**src/logic/prox_regs_pkg.sv**
```systemverilog
// Constants and carrier types for the proximity monitor register bank.
// Assumes byte-wide register accesses already decoded by the serial port.
package prox_regs_pkg;
    // ****************************************
    // Register offsets
    // ****************************************
    localparam logic [7:0] USEFUL_HI_ADDR = 8'h15;
    localparam logic [7:0] USEFUL_LO_ADDR = 8'h16;
    localparam logic [7:0] AVG_HI_ADDR = 8'h17;
    localparam logic [7:0] AVG_LO_ADDR = 8'h18;
    localparam logic [7:0] DIFF_HI_ADDR = 8'h19;
    localparam logic [7:0] DIFF_LO_ADDR = 8'h1A;
    localparam logic [7:0] OFFS_HI_ADDR = 8'h1B;
    localparam logic [7:0] OFFS_LO_ADDR = 8'h1C;
    localparam logic [7:0] SENSFREQ_ADDR = 8'h1D;
    localparam logic [7:0] ROUTING_ADDR = 8'h1E;
    localparam logic [7:0] BOOST_ADDR = 8'h1F;
    localparam logic [7:0] INIT_VAL_ADDR = 8'h20;
    localparam logic [7:0] SPARE_ADDR = 8'h21;
    // ****************************************
    // Reset values and writable bit masks
    // ****************************************
    localparam logic [7:0] SENSFREQ_RST = 8'h00;
    localparam logic [7:0] ROUTING_RST = 8'h00;
    localparam logic [7:0] BOOST_RST = 8'h00;
    localparam logic [7:0] INIT_VAL_RST = 8'h01;
    localparam logic [7:0] SENSFREQ_WMASK = 8'h7E;
    localparam logic [7:0] BOOST_WMASK = 8'h3F;
    // ****************************************
    // Field positions
    // ****************************************
    localparam int SENS_MSB = 6;
    localparam int SENS_LSB = 4;
    localparam int FREQ_MSB = 3;
    localparam int FREQ_LSB = 1;
    localparam int SENSOR_MSB = 7;
    localparam int SENSOR_LSB = 4;
    localparam int SHIELD_MSB = 3;
    localparam int SHIELD_LSB = 0;
    localparam int BOOST_MSB = 5;
    localparam int BOOST_LSB = 3;
    // ****************************************
    // Field codes
    // ****************************************
    localparam logic [2:0] FREQ_64K = 3'h2;
    localparam logic [2:0] FREQ_90K = 3'h3;
    localparam logic [2:0] FREQ_112K = 3'h4;
    localparam logic [2:0] FREQ_150K = 3'h5;
    localparam logic [3:0] ROUTE_NONE = 4'h0;
    localparam logic [3:0] ROUTE_FIRST_AUX_INPUT = 4'h1;
    localparam logic [3:0] ROUTE_SECOND_AUX_INPUT = 4'h2;
    localparam logic [3:0] ROUTE_THIRD_AUX_INPUT = 4'h3;
    localparam logic [3:0] ROUTE_X = 4'h8;
    localparam logic [3:0] ROUTE_Y = 4'h9;
    localparam logic [2:0] BOOST_ON = 3'h4;
    localparam logic [2:0] BOOST_OFF = 3'h6;
    // ****************************************
    // Carriers
    // ****************************************
    typedef struct packed {
        logic [11:0] useful;
        logic [11:0] average;
        logic [12:0] diff;
        logic [15:0] offset;
    } mon_values_t;
    typedef struct packed {
        logic [2:0] sense_level;
        logic [3:0] freq_onehot;
        logic [3:0] sensor_onehot;
        logic [2:0] shield_onehot;
        logic boost_en;
        logic cfg_fault;
    } front_sel_t;
endpackage

```
**src/logic/conv_done_detect.sv**
```systemverilog
// Raises a one-cycle completion pulse when a proximity conversion ends.
// Assumes the conversion flags come from logic on the same clock.
`timescale 1ns/100ps
module conv_done_detect (
    input wire logic clk,
    input wire logic rst,
    input wire logic conv_running,
    input wire logic prox_conv,
    output logic done_q
);
    typedef enum logic [1:0] {IDLE, PROX_RUN, OTHER_RUN} conv_state_t;
    conv_state_t state_q, state_d;
    logic done_d;

    // Kind of conversion is latched at start; touch runs never complete here
    always_comb begin
        state_d = state_q;
        done_d = 1'b0;
        case (state_q)
            IDLE: begin
                if (conv_running) begin
                    state_d = prox_conv ? PROX_RUN : OTHER_RUN;
                end
            end
            PROX_RUN: begin
                if (!conv_running) begin
                    state_d = IDLE;
                    done_d = 1'b1;
                end
            end
            OTHER_RUN: begin
                if (!conv_running) begin
                    state_d = IDLE;
                end
            end
            default: begin
                state_d = IDLE;
            end
        endcase
    end

    always_ff @(posedge clk) begin
        if (rst) begin
            state_q <= IDLE;
            done_q <= 1'b0;
        end else begin
            state_q <= state_d;
            done_q <= done_d;
        end
    end
endmodule

```
**src/logic/front_decode.sv**
```systemverilog
// Decodes the configuration bytes into registered front-end selects.
// Assumes the bytes are register outputs on the same clock.
`timescale 1ns/100ps
module front_decode
    import prox_regs_pkg::*;
(
    input wire logic clk,
    input wire logic rst,
    input wire logic [7:0] sensfreq,
    input wire logic [7:0] routing,
    input wire logic [7:0] boost,
    output front_sel_t sel_q
);
    front_sel_t sel_d;
    logic [2:0] freq;
    logic [3:0] sensor;
    logic [3:0] shield;
    logic [2:0] bst;

    // Reserved codes select nothing and raise the fault flag
    always_comb begin
        freq = sensfreq[FREQ_MSB:FREQ_LSB];
        sensor = routing[SENSOR_MSB:SENSOR_LSB];
        shield = routing[SHIELD_MSB:SHIELD_LSB];
        bst = boost[BOOST_MSB:BOOST_LSB];
        sel_d = '0;
        sel_d.sense_level = sensfreq[SENS_MSB:SENS_LSB];
        sel_d.freq_onehot = {freq == FREQ_150K, freq == FREQ_112K,
            freq == FREQ_90K, freq == FREQ_64K};
        sel_d.sensor_onehot = {sensor == ROUTE_Y, sensor == ROUTE_X,
            sensor == ROUTE_SECOND_AUX_INPUT, sensor == ROUTE_FIRST_AUX_INPUT};
        sel_d.shield_onehot = {shield == ROUTE_Y, shield == ROUTE_X,
            shield == ROUTE_THIRD_AUX_INPUT};
        sel_d.boost_en = (bst == BOOST_ON);
        sel_d.cfg_fault = (sel_d.freq_onehot == 4'h0)
            || (sel_d.sensor_onehot == 4'h0 && sensor != ROUTE_NONE)
            || (sel_d.shield_onehot == 3'h0 && shield != ROUTE_NONE)
            || (bst != BOOST_ON && bst != BOOST_OFF);
    end

    always_ff @(posedge clk) begin
        if (rst) begin
            sel_q <= '0;
        end else begin
            sel_q <= sel_d;
        end
    end
endmodule

```
**src/logic/prox_monitor_regs.sv**
```systemverilog
// Proximity monitor and configuration register bank, byte wide.
// Assumes the serial interface hands over one decoded access per cycle,
// and the sensing engine holds its results steady while idle.
`timescale 1ns/100ps
// Contract
// - Useful value, 12-bit signed, upper 4 bits then lower byte.
// - Average, 12-bit signed, upper 4 bits then lower byte, rest zero.
// - Differential, 13-bit signed, upper 5 bits then lower byte.
// - Compensation offset, 16 bits, upper byte then lower byte, read-only.
// - Sensitivity field bits 6:4, reset 000, eight levels.
// - Frequency field bits 3:1 selects 64, 90, 112 or 150 kHz.
// - Sensor routing bits 7:4: none, first_aux_input, second_aux_input, X plate, Y plate.
// - Shield routing bits 3:0: none, third_aux_input, X plate, Y plate.
// - Boost field bits 5:3: 100 enables, 110 disables.
// - Conversion done fires when a proximity conversion stops running.
module prox_monitor_regs
    import prox_regs_pkg::*;
(
    // Clock and reset
    input wire logic CLK_SYS_IN,
    input wire logic RST_IN,
    // Register access from the serial interface
    input wire logic [7:0] REG_ADDR_IN,
    input wire logic [7:0] REG_WDATA_IN,
    input wire logic REG_WR_IN,
    input wire logic REG_RD_IN,
    output logic [7:0] REG_RDATA_OUT,
    output logic REG_RVALID_OUT,
    // Sensing engine
    input wire logic CONV_RUNNING_IN,
    input wire logic PROX_CONV_IN,
    input wire mon_values_t MON_IN,
    output logic CONV_DONE_OUT,
    // Front-end controls
    output front_sel_t FRONT_SEL_OUT,
    output logic [2:0] BOOST_TRIM_OUT,
    output logic [7:0] INIT_TRIM_OUT
);
    // ****************************************
    // State
    // ****************************************
    mon_values_t mon_q, mon_d;
    logic [7:0] sensfreq_q, sensfreq_d;
    logic [7:0] routing_q, routing_d;
    logic [7:0] boost_q, boost_d;
    logic [7:0] init_val_q, init_val_d;
    logic [7:0] rdata_q, rdata_d;
    logic rvalid_q, rvalid_d;
    logic done_q;
    front_sel_t sel_q;

    // ****************************************
    // Conversion completion and front decode
    // ****************************************
    conv_done_detect u_conv_done (
        .clk(CLK_SYS_IN),
        .rst(RST_IN),
        .conv_running(CONV_RUNNING_IN),
        .prox_conv(PROX_CONV_IN),
        .done_q(done_q)
    );

    front_decode u_front_decode (
        .clk(CLK_SYS_IN),
        .rst(RST_IN),
        .sensfreq(sensfreq_q),
        .routing(routing_q),
        .boost(boost_q),
        .sel_q(sel_q)
    );

    // ****************************************
    // Monitoring capture
    // ****************************************
    // All four values load on the same edge, so a host reading the halves
    // between two completions never mixes two conversions.
    always_comb begin
        mon_d = mon_q;
        if (done_q) begin
            mon_d = MON_IN;
        end
    end

    // ****************************************
    // Configuration writes
    // ****************************************
    // Monitoring and spare offsets have no write path at all.
    always_comb begin
        sensfreq_d = sensfreq_q;
        routing_d = routing_q;
        boost_d = boost_q;
        init_val_d = init_val_q;
        if (REG_WR_IN) begin
            case (REG_ADDR_IN)
                SENSFREQ_ADDR: begin
                    sensfreq_d = REG_WDATA_IN & SENSFREQ_WMASK;
                end
                ROUTING_ADDR: begin
                    routing_d = REG_WDATA_IN;
                end
                BOOST_ADDR: begin
                    boost_d = REG_WDATA_IN & BOOST_WMASK;
                end
                INIT_VAL_ADDR: begin
                    init_val_d = REG_WDATA_IN;
                end
                default: begin
                    init_val_d = init_val_q;
                end
            endcase
        end
    end

    // ****************************************
    // Register reads
    // ****************************************
    // Read data is registered; unmapped offsets answer 0x00.
    always_comb begin
        rvalid_d = REG_RD_IN;
        rdata_d = 8'h00;
        if (REG_RD_IN) begin
            case (REG_ADDR_IN)
                USEFUL_HI_ADDR: begin
                    rdata_d = {4'h0, mon_q.useful[11:8]};
                end
                USEFUL_LO_ADDR: begin
                    rdata_d = mon_q.useful[7:0];
                end
                AVG_HI_ADDR: begin
                    rdata_d = {4'h0, mon_q.average[11:8]};
                end
                AVG_LO_ADDR: begin
                    rdata_d = mon_q.average[7:0];
                end
                DIFF_HI_ADDR: begin
                    rdata_d = {3'h0, mon_q.diff[12:8]};
                end
                DIFF_LO_ADDR: begin
                    rdata_d = mon_q.diff[7:0];
                end
                OFFS_HI_ADDR: begin
                    rdata_d = mon_q.offset[15:8];
                end
                OFFS_LO_ADDR: begin
                    rdata_d = mon_q.offset[7:0];
                end
                SENSFREQ_ADDR: begin
                    rdata_d = sensfreq_q;
                end
                ROUTING_ADDR: begin
                    rdata_d = routing_q;
                end
                BOOST_ADDR: begin
                    rdata_d = boost_q;
                end
                INIT_VAL_ADDR: begin
                    rdata_d = init_val_q;
                end
                default: begin
                    rdata_d = 8'h00;
                end
            endcase
        end
    end

    // ****************************************
    // Registers
    // ****************************************
    always_ff @(posedge CLK_SYS_IN) begin
        if (RST_IN) begin
            mon_q <= '0;
            sensfreq_q <= SENSFREQ_RST;
            routing_q <= ROUTING_RST;
            boost_q <= BOOST_RST;
            init_val_q <= INIT_VAL_RST;
            rdata_q <= 8'h00;
            rvalid_q <= 1'b0;
        end else begin
            mon_q <= mon_d;
            sensfreq_q <= sensfreq_d;
            routing_q <= routing_d;
            boost_q <= boost_d;
            init_val_q <= init_val_d;
            rdata_q <= rdata_d;
            rvalid_q <= rvalid_d;
        end
    end

    assign REG_RDATA_OUT = rdata_q;
    assign REG_RVALID_OUT = rvalid_q;
    assign CONV_DONE_OUT = done_q;
    assign FRONT_SEL_OUT = sel_q;
    // Required init values are passed on raw; the bank does not check them
    assign BOOST_TRIM_OUT = boost_q[2:0];
    assign INIT_TRIM_OUT = init_val_q;
endmodule

```
**config.mk**
```make
export PLATFORM = sky130hd
export DESIGN_NAME = prox_monitor_regs
export DESIGN_NICKNAME = d
export VERILOG_FILES = /design/src/logic/prox_regs_pkg.sv /design/src/logic/conv_done_detect.sv /design/src/logic/front_decode.sv /design/src/logic/prox_monitor_regs.sv
export SDC_FILE = /design/constraint.sdc
export NUM_CORES = 1
export LEC_CHECK = 0
export BUFFER_PORTS_ARGS = -buffer_cell sky130_fd_sc_hd__buf_2
export CAP_MARGIN = 20
export CORE_MARGIN = 2
export CORE_UTILIZATION = 40
export DETAILED_ROUTE_END_ITERATION = 7
export MAX_ROUTING_LAYER = met4
export PLACE_DENSITY = 0.61
export SKIP_LAST_GASP = 1
export SLEW_MARGIN = 15
export SYNTH_ARGS = -nofsm -noshare
export SYNTH_HDL_FRONTEND = slang
export SYNTH_SLANG_ARGS = --single-unit
```
**constraint.sdc**
```tcl
create_clock -name CLK_SYS_IN -period 1.3 [get_ports CLK_SYS_IN]
set_input_delay 0.26 -clock CLK_SYS_IN [delete_from_list [all_inputs] [get_ports CLK_SYS_IN]]
set_output_delay 0.26 -clock CLK_SYS_IN [all_outputs]
set_load 0.005 [all_outputs]
```
== Yosys cells after proc, flatten, opt, wreduce, memory -nomap -nowiden ==
Cells that the tools add are included.

* Register bits after elaboration: 109
* Latch bits: 0
* Memory bits (writable): 0
* Memory bits (read-only): 0
* Bits of input ports: 75
* Memories kept: 0

* $add $sub $neg: 0
* Multipliers: 0
* Divide/modulo/power cells: 0
* Magnitude comparators: 0
* Eq/ne operators: 30
* Shifts and indexed selects: 0
* Muxes and demuxes: 6
* Bitwise gates (word level): 2
* Reduce and logical (&&, ||, !) cells: 20

{| class="wikitable"
|+ Operator list
! cell !! count
|-
| $pmux 8 s12 || 1
|-
| $eq 8x5->1 const B || 11
|-
| $eq 4x4->1 const B || 4
|-
| $reduce_and 2->1 || 5
|-
| $eq 3x3->1 const B || 3
|-
| $eq 4x2->1 const B || 2
|-
| $eq 8x6->1 const B || 1
|-
| $logic_not 4->1 || 2
|-
| $reduce_bool 4->1 || 2
|-
| $eq 3x2->1 const B || 2
|-
| $mux 2 || 3
|-
| $ne 3x3->1 const B || 2
|-
| $reduce_or 2->1 || 3
|-
| $eq 4x1->1 const B || 1
|-
| $ne 2x2->1 const B || 2
|-
| $pmux 2 s2 || 1
|-
| $logic_and 1x1->1 || 3
|-
| $logic_not 3->1 || 1
|-
| $logic_or 1x1->1 || 3
|-
| $eq 2x1->1 const B || 1
|-
| $eq 2x2->1 const B || 1
|-
| $logic_not 2->1 || 1
|-
| $not 1->1 || 2
|-
| $mux 1 || 1
|}

== Longest topological paths before layout ==
* Depth in word-level cells: 6
* Depth in mapped cells: 7
* Mapped depth without buffers: 6

== By module ==
Synthesis repeated with hierarchy kept, for this count alone.

* Cell total of the unflattened synthesis: 472
* Area, all modules: 4576.9 um^2

{| class="wikitable"
|+ By module, submodules not included
! module !! instances !! cells each !! area an instance (um^2) !! seq. area each (um^2)
|-
| prox_monitor_regs || 1 || 409 || 3905.0 || 1801.7
|-
| front_decode || 1 || 49 || 524.3 || 320.3
|-
| conv_done_detect || 1 || 14 || 147.6 || 60.1
|}

== Worst setup path after synthesis ==
OpenSTA, ideal clock, no wires.

* Path kind: input -> register
* From: in REG_ADDR_IN[5]
* To: reg boost_q[0]
* Library setup time: 128 ps
* Arrival: 1247 ps
* Data required time: 1172 ps
* Slack: -75 ps
* Stages: 5
* Buffers on the path: 0
* Cell sequence: nor4b_4 > and3_4 > nand4_2 > mux2i_1 > nor2_1

* Cells in the longest elaborated chain, start to end: 2

{| class="wikitable"
|+ Ends and longest elaborated chain
! element !! RTL line !! text
|-
| from (decl) || prox_monitor_regs.sv:23 || <nowiki>input wire logic [7:0] REG_ADDR_IN,</nowiki>
|-
| $eq 8x5->1 || prox_monitor_regs.sv:94 || <nowiki>case (REG_ADDR_IN)</nowiki>
|-
| $reduce_and 2->1 (no source line) || -- ||
|-
| to (signal assigned) || prox_monitor_regs.sv:182 || <nowiki>boost_q <= boost_d;</nowiki>
|-
| to (decl) || prox_monitor_regs.sv:45 || <nowiki>logic [7:0] boost_q, boost_d;</nowiki>
|}

Every way passes these cells.
A chain may end at the register's enable or synchronous reset.

== Worst setup path in the final report ==
* From: in REG_ADDR_IN[2]
* To: reg rdata_q[1], in the netlist REG_RDATA_OUT[1]

* Cells in the longest elaborated chain, start to end: 2
* Elaborated cells between the ends (all ways): 13
* Those cells by class: 12 x eq/ne; 1 x mux

{| class="wikitable"
|+ Ends and longest elaborated chain
! element !! RTL line !! text
|-
| $eq 8x6->1 / $eq 8x5->1 (equally long branches) || prox_monitor_regs.sv:122 || <nowiki>case (REG_ADDR_IN)</nowiki>
|-
| $pmux 8 s12 (*) || prox_monitor_regs.sv:122 ||
|-
| to (signal assigned) || prox_monitor_regs.sv:184 || <nowiki>rdata_q <= rdata_d;</nowiki>
|-
| to (decl) || prox_monitor_regs.sv:47 || <nowiki>logic [7:0] rdata_q, rdata_d;</nowiki>
|}

Mark *: on every way between the ends. The rest lies on a longest branch, timed or not.

==> metrics.txt <==
Placement Cell Area around 0.0056 mm2; area leader, netlist dfxtp_1; Crit Path Category input pin to register; Compound-Gate Fraction of Synth Area 0.08000; Die W 111.6 um; Post-Syn Area 0.004629 mm2; Max clock buf depth 2; #FFs+latches synth around 110; max-slew violation count 0; Synth warnings 0; Final HPWL DP between 9 and 10 mm; crit path buf inv count 2; Worst-path clk slew about 0.070 ns; largest family of logic cells by synthesized area multiplexers; Final ANT Viol Nets 0; slowest stage cell, crit path nor2b_2; CTS tree built; Worst setup SP type input pin; overall routing resource usage 0.2097; Std-Cell Rows 39; number of synthesized flops with an enable pin 0; Final period util 1.020; sequential share of the synthesized area 0.4714; status finished with violations; P_leak 0.002548 uW; fraction of layout instances using a drive strength above 1 0.3469; DRC violations left 0; Post-Synth Simple-Gate Area 0.1881; CTS H-tree depth 3; Design Area, Final 0.006015 mm2; final hold vios 0; Critical Path Max Stage Delay around 0.33 ns; cells after synthesis between 400 and 500; Syn Nets 551; Crit. End Element register; Layout Nets 686; first-pass GRT wire length 19.91 mm; cell family with most CP delay compound AO/OA/AOI/OAI gates; drt pass-1 iters 4; Max FO, Critical Path 10; worst-skew pair later-pin latency ~0.35 ns; endpoints failing setup 3; pin count of the biggest net entering global routing 45; vias between 3k and 4k; Max VDD drop 0.5609 mV; Clock Tree Root clkbuf_16; Routed WL 12.89 mm; # hold bufs at CTS 0; Core Area roughly 0.011 mm2; initial antenna violation count 0; Die Ht 111.6 um; worst min path class input pin to register; worst slack, placed -0.4105 ns; Post-Synth Adder-Cell Area 0.005405; cts bufs inserted 9; synth unique cells 49; IO Count 112; drt wl/cell 17.02 um; f_max 754.0 MHz; top cell type's share of synthesized area 0.4714; Initial DRC Count roughly 280; # clock sinks 109; grt ovf 0; failing checks negative setup slack; crit-path cells buf_2 > buf_4 > nor2b_2 > nand3b_1 > a21oi_1 > a221oi_1 > a31oi_2; Worst-Margin Slew 0.3842 ns; most common cell after layout, fill and taps aside buf_2; area growth from synthesis to layout 29.92%; WP data required 1.57 ns; Max Cap Violations 0; Critical Path AT 1.60 ns; prevailing post-synth register cell dfxtp_1; vias in the first global route 3724; Avg Inst Size Synth slightly below 10 um2; post-synthesis mux area share 0.2086; vias per cell 5.115; Worst slew margin 0.7412; port buffer count 111; XOR/XNOR Fraction of Synth Area 0.001892; pwr dens between 1000 and 1500 mW/mm2; RSZ-0062 raised after global routing true; worst hold slack 0.1133 ns; Antenna Diode Count 0; fraction of registers with async set or reset after synthesis 0; Final GP Congestion 0.8522; commonest non-fill, non-tap cells in the layout buf_2, dfxtp_1, nor2_1; initial core utilization 0.4072; die area 0.01245 mm2; Area contributors post-synth dfxtp_1, mux2i_1, nor2_1; Period minus WS final 1.326 ns; setup slack after layout -0.02622 ns; clk_skew 0.007271 ns
## cell usage after synthesis (2+ instances only)
master	number
ha_1	2
and2_4	2
clkbuf_1	9
nand2b_1	4
a22o_1	3
a32o_1	3
nand3b_1	5
nand3_1	21
o21ai_0	8
nor2_1	89
nor3_1	8
buf_4	6
nor3b_1	4
a22oi_1	5
buf_1	3
clkbuf_4	2
nor2b_1	8
a221oi_1	4
nand2_1	21
buf_2	9
buf_6	3
a31oi_1	5
mux2_2	10
mux2i_1	83
inv_1	2
a21oi_1	20
and3_1	5
dfxtp_1	109
## logic make-up after synthesis
family                   Yosys count
buffers and inverters             35
AND/OR/NAND/NOR                  178
flip-flops                       109
AO/OA/AOI/OAI                     55
XOR/XNOR                           1
multiplexers                      94
adder cells (fa/ha/maj)            2
## per-stage QoR
| step | std cells | power [uW] | util | setup TNS [ns] |
|---|---|---|---|---|
| detailed placement | 736 | 3982 | 0.4887 | -11.16 |
| global route | 757 | 7132 | 0.5290 | -0.9891 |
| floorplan | 474 | 3717 | - | -1.067 |
| global placement | 736 | 3968 | 0.4887 | -10.68 |
| finish | 757 | 6912 | 0.5290 | -0.04160 |
| CTS | 754 | 6966 | 0.5223 | -0.1525 |
## routing by layer
| layer | share of wire | up-vias | GRT usage | routed length [um] |
|---|---|---|---|---|
| li1 | - | 1935 | - | - |
| met1 | 0.50 | 1807 | 0.2988 | 6405 |
| met2 | 0.45 | 117 | 0.3114 | 5745 |
| met3 | 0.043 | 13 | 0.02450 | 548 |
| met4 | 0.015 | 0 | 0.06914 | 188 |
| met5 | 0 | - | - | 0 |
## final timing paths
| path | startpoint | endpoint | slack (ns) | cells after the start |
|---|---|---|---|---|
| setup / recovery | REG_ADDR_IN[2] | REG_RDATA_OUT[1]$_SDFF_PP0_ | -0.03 | 7 |
| hold / removal | CONV_RUNNING_IN | u_conv_done.done_q$_SDFF_PP0_ | 0.11 | 2 |
| hold reg to reg | mon_q[48]$_SDFFE_PP0P_ | REG_RDATA_OUT[7]$_SDFF_PP0_ | 0.46 | 2 |
| setup reg to reg | mon_q[3]$_SDFFE_PP0P_ | REG_RDATA_OUT[3]$_SDFF_PP0_ | -0.01 | 3 |
## power by group
group          switching (uW)  leakage (uW)  total (uW)  internal, uW
Combinational             278       0.00151         533           255
Sequential               23.9      0.000882        3400          3370
Clock                    1230      0.000160        2980          1750
Total                    1530       0.00255        6910          5380
## state kept, by name (all words and copies together), names as in the netlist, 2 cells and up
register and flops:
u_conv_done.state_q 2, sensfreq_q 6, mon_q 53, boost_q 6
u_front_decode.sel_q 16, INIT_TRIM_OUT 8, REG_RDATA_OUT 8, routing_q 8
## cell type report
cell class	instances	area, um2
fillers	1070	5355
multi-input cells	330	2327
flip-flops and latches	109	2190
repair buffers	157	985.9
clock buffers	11	242.7
well taps	143	178.9
clock inverters	5	82.58
inverters	2	7.507
## repair_timing
| item | CTS | global route |
|---|---|---|
| endpoints found under the setup margin | 9 | 19 |
| buffers inserted | 2 | 4 |
| hold endpoints to repair | 0 | 0 |
| pin swaps | 4 | 11 |
| gates resized for setup | 10 | 17 |
Note: power is estimated with default switching activity, not from simulation.
